==> config.mk <==
export PLATFORM = sky130hd
export DESIGN_NAME = dmi_data_memory
export DESIGN_NICKNAME = d
export VERILOG_FILES = /design/src/core/dmi_pkg.sv /design/src/core/dmi_data_memory.sv
export SDC_FILE = /design/constraint.sdc
export NUM_CORES = 2
export LEC_CHECK = 0
export BUFFER_PORTS_ARGS = -buffer_cell sky130_fd_sc_hd__buf_2
export CAP_MARGIN = 20
export CELL_PAD_IN_SITES_DETAIL_PLACEMENT = 1
export CELL_PAD_IN_SITES_GLOBAL_PLACEMENT = 2
export CORE_MARGIN = 5
export CORE_UTILIZATION = 44
export CTS_CLUSTER_DIAMETER = 40
export DETAILED_ROUTE_END_ITERATION = 12
export GPL_TIMING_DRIVEN = 1
export PLACE_DENSITY_LB_ADDON = 0.25
export SKIP_CTS_REPAIR_TIMING = 1
export SLEW_MARGIN = 20
export SYNTH_ARGS = -nofsm -noshare
export SYNTH_HDL_FRONTEND = slang
export SYNTH_SLANG_ARGS = --single-unit
==> constraint.sdc <==
create_clock -name clk_i -period 15.5 [get_ports clk_i]
set_input_delay 3.1 -clock clk_i [delete_from_list [all_inputs] [get_ports clk_i]]
set_output_delay 3.1 -clock clk_i [all_outputs]
set_load 0.005 [all_outputs]
==> src/core/dmi_pkg.sv <==
// Package: data memory map, widths and operation codes
package dmi_pkg;
    localparam int DATA_W = 8;
    localparam int ADDR_W = 8;
    localparam logic [7:0] ADDR_WINDOW_0 = 8'h00;
    localparam logic [7:0] ADDR_POINTER_0 = 8'h01;
    localparam logic [7:0] ADDR_WINDOW_1 = 8'h02;
    localparam logic [7:0] ADDR_POINTER_1 = 8'h03;
    localparam logic [7:0] ADDR_ACCUM = 8'h05;
    localparam logic [7:0] SFR_LAST = 8'h3F;
    localparam logic [7:0] GPR_FIRST = 8'h40;
    localparam logic [7:0] GPR_LAST = 8'hFF;
    localparam int GPR_DEPTH = 192;
    localparam logic [7:0] READ_ZERO = 8'h00;
    localparam logic [7:0] RESET_VALUE = 8'h00;
    localparam logic [7:0] ONE_BYTE = 8'h01;
    // Memory operation codes issued by the core
    typedef enum logic [2:0] {
        DMI_OP_NONE = 3'b000,
        DMI_OP_WRITE = 3'b001,
        DMI_OP_BSET = 3'b010,
        DMI_OP_BCLR = 3'b011,
        DMI_OP_INC = 3'b100,
        DMI_OP_DEC = 3'b101
    } dmi_op_e;
endpackage : dmi_pkg

==> src/core/dmi_data_memory.sv <==
// Data memory with indirect windows, pointers and accumulator
`timescale 1ns/1ps
module dmi_data_memory
    import dmi_pkg::*;
(
    // Clock and reset
    input wire logic clk_i,
    input wire logic resetn_i,
    // Memory access from the core
    input wire logic [7:0] mem_addr_i,
    input wire dmi_op_e mem_op_i,
    input wire logic [7:0] mem_wdata_i,
    input wire logic [2:0] mem_bit_i,
    output logic [7:0] mem_rdata_o,
    output logic [7:0] mem_eff_addr_o,
    // Accumulator from the ALU
    input wire logic acc_load_i,
    input wire logic [7:0] acc_data_i,
    output logic [7:0] acc_o,
    // Read-only special locations held elsewhere
    input wire logic [7:0] ro_mask_lo_i,
    output logic ro_hit_o
);
    logic [7:0] gpr_mem [GPR_DEPTH];
    logic [7:0] pointer_0;
    logic [7:0] pointer_1;
    logic [7:0] accum;
    logic [7:0] next_pointer_0;
    logic [7:0] next_pointer_1;
    logic [7:0] next_accum;
    logic [7:0] eff_addr;
    logic [7:0] cur_val;
    logic [7:0] new_val;
    logic do_write;
    logic is_gpr;
    logic is_ro;
    logic [7:0] gpr_idx;

    // Windows redirect through their paired pointer
    always_comb begin
        if (mem_addr_i == ADDR_WINDOW_0) begin
            eff_addr = pointer_0;
        end else if (mem_addr_i == ADDR_WINDOW_1) begin
            eff_addr = pointer_1;
        end else begin
            eff_addr = mem_addr_i;
        end
    end

    assign is_gpr = (eff_addr >= GPR_FIRST);
    assign gpr_idx = eff_addr - GPR_FIRST;
    // Low special addresses 08H..0FH may be flagged read-only by the map
    assign is_ro = (eff_addr[7:3] == 5'h01) && ro_mask_lo_i[eff_addr[2:0]];

    // Current value of the resolved location
    always_comb begin
        cur_val = READ_ZERO;
        if (is_gpr) begin
            cur_val = gpr_mem[gpr_idx];
        end else begin
            case (eff_addr)
                ADDR_POINTER_0: cur_val = pointer_0;
                ADDR_POINTER_1: cur_val = pointer_1;
                ADDR_ACCUM: cur_val = accum;
                default: cur_val = READ_ZERO;
            endcase
        end
    end

    // Value to store for the requested operation
    always_comb begin
        new_val = cur_val;
        do_write = 1'b1;
        case (mem_op_i)
            DMI_OP_WRITE: new_val = mem_wdata_i;
            DMI_OP_BSET: begin
                new_val = cur_val | (ONE_BYTE << mem_bit_i);
            end
            DMI_OP_BCLR: begin
                new_val = cur_val & ~(ONE_BYTE << mem_bit_i);
            end
            DMI_OP_INC: new_val = cur_val + ONE_BYTE;
            DMI_OP_DEC: new_val = cur_val - ONE_BYTE;
            default: do_write = 1'b0;
        endcase
        if (is_ro) begin
            do_write = 1'b0;
        end
    end

    // Register next values; ALU load has priority over a memory write
    always_comb begin
        next_pointer_0 = pointer_0;
        next_pointer_1 = pointer_1;
        next_accum = accum;
        if (do_write && !is_gpr) begin
            case (eff_addr)
                ADDR_POINTER_0: next_pointer_0 = new_val;
                ADDR_POINTER_1: next_pointer_1 = new_val;
                ADDR_ACCUM: next_accum = new_val;
                default: next_accum = accum;
            endcase
        end
        if (acc_load_i) begin
            next_accum = acc_data_i;
        end
    end

    // Pointers reset to zero so a stray window access stays predictable
    always_ff @(posedge clk_i or negedge resetn_i) begin
        if (!resetn_i) begin
            pointer_0 <= RESET_VALUE;
            pointer_1 <= RESET_VALUE;
            accum <= RESET_VALUE;
        end else begin
            pointer_0 <= next_pointer_0;
            pointer_1 <= next_pointer_1;
            accum <= next_accum;
        end
    end

    // RAM has no reset; software initialises it first
    always_ff @(posedge clk_i) begin
        if (do_write && is_gpr) begin
            gpr_mem[gpr_idx] <= new_val;
        end
    end

    assign mem_rdata_o = cur_val;
    assign mem_eff_addr_o = eff_addr;
    assign acc_o = accum;
    assign ro_hit_o = is_ro;

    property p_win0_read;
        @(posedge clk_i) disable iff (!resetn_i)
        (mem_addr_i == ADDR_WINDOW_0 && pointer_0 == ADDR_WINDOW_0)
            |-> mem_rdata_o == READ_ZERO;
    endproperty
    a_win0_read: assert property (p_win0_read)
        else $error("window self read not zero");

    property p_win_redirect;
        @(posedge clk_i) disable iff (!resetn_i)
        (mem_addr_i == ADDR_WINDOW_1) |-> mem_eff_addr_o == pointer_1;
    endproperty
    a_win_redirect: assert property (p_win_redirect)
        else $error("window 1 not redirected");

    property p_acc_load;
        @(posedge clk_i) disable iff (!resetn_i)
        acc_load_i |=> acc_o == $past(acc_data_i);
    endproperty
    a_acc_load: assert property (p_acc_load)
        else $error("accumulator missed ALU result");

    property p_unused_zero;
        @(posedge clk_i) disable iff (!resetn_i)
        (mem_addr_i == 8'h04 || mem_addr_i == 8'h3E)
            |-> mem_rdata_o == READ_ZERO;
    endproperty
    a_unused_zero: assert property (p_unused_zero)
        else $error("unused special address not zero");

    property p_inc_ptr0;
        @(posedge clk_i) disable iff (!resetn_i)
        (mem_addr_i == ADDR_POINTER_0 && mem_op_i == DMI_OP_INC)
            |=> pointer_0 == $past(pointer_0) + ONE_BYTE;
    endproperty
    a_inc_ptr0: assert property (p_inc_ptr0)
        else $error("pointer 0 increment failed");

    property p_bset_acc;
        @(posedge clk_i) disable iff (!resetn_i)
        (mem_addr_i == ADDR_ACCUM && mem_op_i == DMI_OP_BSET && !acc_load_i)
            |=> acc_o == ($past(acc_o) | (ONE_BYTE << $past(mem_bit_i)));
    endproperty
    a_bset_acc: assert property (p_bset_acc)
        else $error("bit set changed other bits");

    property p_gpr_back;
        @(posedge clk_i) disable iff (!resetn_i)
        (mem_op_i == DMI_OP_WRITE && mem_addr_i >= GPR_FIRST)
            ##1 (mem_op_i == DMI_OP_NONE && mem_addr_i == $past(mem_addr_i))
            |-> mem_rdata_o == $past(mem_wdata_i);
    endproperty
    a_gpr_back: assert property (p_gpr_back)
        else $error("RAM write not read back");

    property p_ptr1_hold;
        @(posedge clk_i) disable iff (!resetn_i)
        (mem_op_i == DMI_OP_NONE) |=> $stable(pointer_1);
    endproperty
    a_ptr1_hold: assert property (p_ptr1_hold)
        else $error("pointer 1 changed without write");

    property p_win0_redirect;
        @(posedge clk_i) disable iff (!resetn_i)
        (mem_addr_i == ADDR_WINDOW_0) |-> mem_eff_addr_o == pointer_0;
    endproperty
    a_win0_redirect: assert property (p_win0_redirect)
        else $error("window 0 not redirected");

    property p_direct_addr;
        @(posedge clk_i) disable iff (!resetn_i)
        (mem_addr_i != ADDR_WINDOW_0 && mem_addr_i != ADDR_WINDOW_1)
            |-> mem_eff_addr_o == mem_addr_i;
    endproperty
    a_direct_addr: assert property (p_direct_addr)
        else $error("direct address altered");

    property p_win_nested_read;
        @(posedge clk_i) disable iff (!resetn_i)
        (mem_addr_i == ADDR_WINDOW_0 || mem_addr_i == ADDR_WINDOW_1) &&
        (mem_eff_addr_o == ADDR_WINDOW_0 || mem_eff_addr_o == ADDR_WINDOW_1)
            |-> mem_rdata_o == READ_ZERO;
    endproperty
    a_win_nested_read: assert property (p_win_nested_read)
        else $error("window to window read not zero");

    // A window aimed at a window must not fall through to a pointer
    property p_win_nested_write;
        @(posedge clk_i) disable iff (!resetn_i)
        (mem_op_i != DMI_OP_NONE) &&
        (mem_eff_addr_o == ADDR_WINDOW_0 || mem_eff_addr_o == ADDR_WINDOW_1)
            |=> $stable(pointer_0) && $stable(pointer_1);
    endproperty
    a_win_nested_write: assert property (p_win_nested_write)
        else $error("write through window changed a pointer");

    property p_ptr0_write;
        @(posedge clk_i) disable iff (!resetn_i)
        (mem_addr_i == ADDR_POINTER_0 && mem_op_i == DMI_OP_WRITE)
            |=> pointer_0 == $past(mem_wdata_i);
    endproperty
    a_ptr0_write: assert property (p_ptr0_write)
        else $error("pointer 0 write lost");

    property p_ptr1_write;
        @(posedge clk_i) disable iff (!resetn_i)
        (mem_addr_i == ADDR_POINTER_1 && mem_op_i == DMI_OP_WRITE)
            |=> pointer_1 == $past(mem_wdata_i);
    endproperty
    a_ptr1_write: assert property (p_ptr1_write)
        else $error("pointer 1 write lost");

    property p_dec_ptr1;
        @(posedge clk_i) disable iff (!resetn_i)
        (mem_addr_i == ADDR_POINTER_1 && mem_op_i == DMI_OP_DEC)
            |=> pointer_1 == $past(pointer_1) - ONE_BYTE;
    endproperty
    a_dec_ptr1: assert property (p_dec_ptr1)
        else $error("pointer 1 decrement failed");

    property p_acc_write;
        @(posedge clk_i) disable iff (!resetn_i)
        (mem_addr_i == ADDR_ACCUM && mem_op_i == DMI_OP_WRITE && !acc_load_i)
            |=> acc_o == $past(mem_wdata_i);
    endproperty
    a_acc_write: assert property (p_acc_write)
        else $error("accumulator write lost");

    property p_acc_read;
        @(posedge clk_i) disable iff (!resetn_i)
        (mem_addr_i == ADDR_ACCUM) |-> mem_rdata_o == acc_o;
    endproperty
    a_acc_read: assert property (p_acc_read)
        else $error("accumulator read mismatch");

    property p_ptr1_read;
        @(posedge clk_i) disable iff (!resetn_i)
        (mem_addr_i == ADDR_POINTER_1) |-> mem_rdata_o == pointer_1;
    endproperty
    a_ptr1_read: assert property (p_ptr1_read)
        else $error("pointer 1 read mismatch");

    property p_sfr_unused;
        @(posedge clk_i) disable iff (!resetn_i)
        (mem_eff_addr_o <= SFR_LAST && mem_eff_addr_o != ADDR_POINTER_0 &&
        mem_eff_addr_o != ADDR_POINTER_1 && mem_eff_addr_o != ADDR_ACCUM)
            |-> mem_rdata_o == READ_ZERO;
    endproperty
    a_sfr_unused: assert property (p_sfr_unused)
        else $error("special location without storage not zero");

    property p_bclr_ram;
        @(posedge clk_i) disable iff (!resetn_i)
        (mem_op_i == DMI_OP_BCLR && mem_addr_i >= GPR_FIRST) ##1
        (mem_op_i == DMI_OP_NONE && mem_addr_i == $past(mem_addr_i))
            |-> mem_rdata_o ==
            ($past(mem_rdata_o) & ~(ONE_BYTE << $past(mem_bit_i)));
    endproperty
    a_bclr_ram: assert property (p_bclr_ram)
        else $error("bit clear changed other bits");

    property p_ro_range;
        @(posedge clk_i) disable iff (!resetn_i)
        ro_hit_o |-> (mem_eff_addr_o >= 8'h08 && mem_eff_addr_o <= 8'h0F);
    endproperty
    a_ro_range: assert property (p_ro_range)
        else $error("read-only flag outside its range");

    property p_ro_no_change;
        @(posedge clk_i) disable iff (!resetn_i)
        (ro_hit_o && mem_op_i != DMI_OP_NONE && !acc_load_i)
            |=> $stable(pointer_0) && $stable(pointer_1) && $stable(acc_o);
    endproperty
    a_ro_no_change: assert property (p_ro_no_change)
        else $error("read-only write changed storage");

    property p_ptr0_hold;
        @(posedge clk_i) disable iff (!resetn_i)
        (mem_op_i == DMI_OP_NONE) |=> $stable(pointer_0);
    endproperty
    a_ptr0_hold: assert property (p_ptr0_hold)
        else $error("pointer 0 changed without write");

    property p_win0_write;
        @(posedge clk_i) disable iff (!resetn_i)
        (mem_addr_i == ADDR_WINDOW_0 && mem_op_i == DMI_OP_WRITE &&
        pointer_0 >= GPR_FIRST) ##1
        (mem_op_i == DMI_OP_NONE && mem_addr_i == $past(pointer_0))
            |-> mem_rdata_o == $past(mem_wdata_i);
    endproperty
    a_win0_write: assert property (p_win0_write)
        else $error("window write missed pointed location");

    c_win0_write: cover property (@(posedge clk_i) disable iff (!resetn_i)
        mem_addr_i == ADDR_WINDOW_0 && mem_op_i == DMI_OP_WRITE && is_gpr);
    c_ro_block: cover property (@(posedge clk_i) disable iff (!resetn_i)
        ro_hit_o && mem_op_i == DMI_OP_WRITE);
    c_acc_move: cover property (@(posedge clk_i) disable iff (!resetn_i)
        mem_addr_i == ADDR_ACCUM && mem_op_i == DMI_OP_WRITE ##1
        mem_addr_i >= GPR_FIRST && mem_op_i == DMI_OP_WRITE);
    c_ptr_step: cover property (@(posedge clk_i) disable iff (!resetn_i)
        mem_addr_i == ADDR_POINTER_0 && mem_op_i == DMI_OP_INC);
    c_win_nested: cover property (@(posedge clk_i) disable iff (!resetn_i)
        mem_op_i != DMI_OP_NONE && mem_eff_addr_o == ADDR_WINDOW_0);
endmodule : dmi_data_memory

==> summary.txt <==
Outcome: finished clean
Yosys Warn Count: 0
Site Rows: 147
Slew @ Worst Pin: 1.27 ns
RSZ-0062 raised after global routing: no
Synth Area in Compound Gates: 13.6%
Final Max Slew Viols: 0
Setup TNS: 0 ns
Port bufs: 65
Pre-antenna DRT Iters: 7
Post-route ant nets: 0
Horiz. Die Dim: 412 µm
Largest net degree at the start of global routing: 193
Final hold vios: 0
Layout Utilization: 51.0%
FF+latch count, synth: 1560
MaxCap Viol Count: 0
Layout cells sized above 1: 11.7%
Type of the most critical hold path: reg -> reg
Clock latency on the worst-skew pair: 0.86 ns
Routed vias: 55731
Setup CP Type: in -> out
Post-Route WL: 272 mm
Post-Synth XOR/XNOR Area: 0.0933%
Post-Layout Inst Area: 0.0819 mm²
Post-synthesis sequential area ratio: 65.7%
Setup Viol. Count Final: 0
Die area: 0.170 mm²
Clock transition at the registers of the reported paths: 0.05 ns
Top cell type's share of synthesized area: 64.9%
Clock tree sinks: 1560
Final worst setup slack: 3.45 ns
Syn avg cell area: 11.6 µm²
Distinct cells, synth: 89
CTS tree: built
Arrival time at the worst endpoint: 8.95 ns
Synth area leader: edfxtp_1
Final worst-path cycle share: 77.7%
Cell mode on critical path: buf_4
Mux share of post-synthesis cell area: 0.794%
Worst clock skew: 0.0412 ns
First-pass GRT wire length: 393 mm
Hold_ws: 0.501 ns
Io pins: 66
Residual DRC: 0
Area after DPL: 0.0734 mm²
Syn nets: 6160
Critical Path Fanout Max: 107
Maximum vdd ir drop: 0.152 mV
Vert. Die Dim: 412 µm
Largest stage delay on the critical path: 0.93 ns
Starting density of the core: 44.3%
Dpl hpwl: 157 mm
Area delta synth->final: 15.1%
Post-Synth Adder-Cell Area: 0.204%
Initial antenna violation count: 3
Slew margin rel.: 15.1%
GRT Util Overall: 31.3%
Synth Instances: 6108
Crit. End Element: output pin
Required time of the critical path: 12.40 ns
Critical-path cell list: buf_8 -> inv_8 -> buf_4 -> buf_4 -> nor2_4 -> buf_4 -> a221oi_2 -> a21oi_1 -> a22o_1 -> a2111oi_1 -> nor3_1 -> o211ai_1 -> o311a_1 -> nand2_1 -> buf_2
Largest family of logic cells by synthesized area: simple AND/OR/NAND/NOR gates
Power per cell area: 139 mW/mm²
EDFF count, synth: 1536
Initial DRC count: 6679
Mean number of vias per cell: 6.66
Final Wtd Congestion: 0.865
Synth area leaders: edfxtp_1 (65%), nand2_1 (5.3%), nand3_1 (3.5%)
Synthesized cell area: 0.0711 mm²
Grt ovf: 0
Dpl ws: 3.54 ns
Fmax: 83.0 MHz
Final min period: 12.05 ns
Slowest CP cell: a2111oi_1
H-tree levels: 4
Vias in the first global route: 55892
Nets: 6055
Core box area: 0.161 mm²
Clock Path Buffers: 3
Root Buffer: clkbuf_16
Critical path launch point type: input port
DR WL/cell: 32.4 µm
Post-Synth Simple-Gate Area: 15.9%
Ys async rst share: 1.54%
Leakage: 0.0271 µW
Predominant post-synthesis flop cell: edfxtp_1
Total CTS buffers: 236
[logic make-up (layout without fill, tap and decap cells)]
kind of cell             count (synthesis)  count (layout)
multiplexers                            48              48
XOR/XNOR                                 6               6
AO/OA/AOI/OAI                         1412            1412
flip-flops                            1560            1560
AND/OR/NAND/NOR                       2464            2464
buffers and inverters                  607             706
other                                    0               7
adder cells (fa/ha/maj)                 11              11
[through the flow]
step                power (µW)  instances
finish                   11400       8374
detailed placement        5860       7921
global route             11700       8367
floorplan                 5470       6108
global placement          5840       7918
CTS                      11400       8363
[critical path, delay by kind of cell]
family	cells	cell delay [ns]
buffers and inverters	6	2.55
AOI/OAI and AO/OA	6	2.33
and+or+nand+nor	3	0.77
[where the power goes]
group	switching, µW	total (µW)	internal (µW)	leakage (µW)
Combinational	761	946	185	0.00889
Clock	2070	5610	3540	0.00402
Sequential	5.41	4860	4850	0.0142
[layout make-up]
class,count,area [µm²]
inverters,27,161
clock inverters,178,2230
diodes,7,17.5
clock buffers,264,6100
flip-flops and latches,1560,46700
fillers,16415,78700
multi-input cells,3941,22000
well taps,2160,2700
repair buffers,237,1880
[synthesized netlist by cell type (14+ instances only)]
| cell | number |
|---|---|
| buf_1 | 68 |
| or3_1 | 33 |
| o211ai_1 | 142 |
| a311oi_1 | 154 |
| o22ai_1 | 23 |
| edfxtp_1 | 1536 |
| inv_1 | 19 |
| a221o_1 | 17 |
| nor3_1 | 290 |
| a21oi_1 | 243 |
| a211oi_1 | 65 |
| buf_4 | 14 |
| nand3_1 | 493 |
| clkbuf_1 | 277 |
| o311ai_0 | 19 |
| o31ai_1 | 16 |
| and3_1 | 241 |
| o21a_1 | 20 |
| o21ai_0 | 159 |
| a31oi_1 | 309 |
| nor2_1 | 299 |
| dfrtp_1 | 24 |
| a211o_1 | 17 |
| nand2_1 | 1001 |
| mux2i_1 | 29 |
| buf_2 | 217 |
| nor4_1 | 48 |
| a22oi_1 | 70 |
| a221oi_1 | 46 |
| nand4_1 | 14 |
[sequential cells by signal, indices dropped and copies added, names as in the netlist]
signal	count
acc_o	8
gpr_mem	1536
pointer_1	8
pointer_0	8
[layer usage]
layer / vias up / wire length, µm / GRT usage [%]
li1: 23414 / - / -
met1: 28755 / 109000 / 41.8
met2: 2856 / 123000 / 48.6
met3: 702 / 26400 / 7.81
met4: 4 / 13000 / 13.6
met5: - / 210 / 0
[worst paths after layout]
kind                               start              end  slack, ns  cells after the start
hold reg to reg             pointer_1[4]     pointer_1[4]       0.50                      1
min in group asynchronous       resetn_i     pointer_0[2]       2.25                      1
max in group asynchronous       resetn_i     pointer_1[0]      12.86                      1
setup reg to reg            pointer_1[1]  gpr_mem[181][6]       6.34                     26
hold / removal              pointer_1[4]     pointer_1[4]       0.50                      1
setup / recovery           mem_addr_i[1]   mem_rdata_o[5]       3.45                     15
[layout by cell type (no fill, tap or decap), types with 157 or more instances in the layout]
master / n
o21ai_0: 157
a31oi_1: 306
nand2_1: 999
nor3_1: 290
nand3_1: 492
a21oi_1: 243
clkbuf_16: 240
edfxtp_1: 1536
nor2_1: 270
and3_1: 241
No activity file was read; power rests on OpenSTA's default activity.
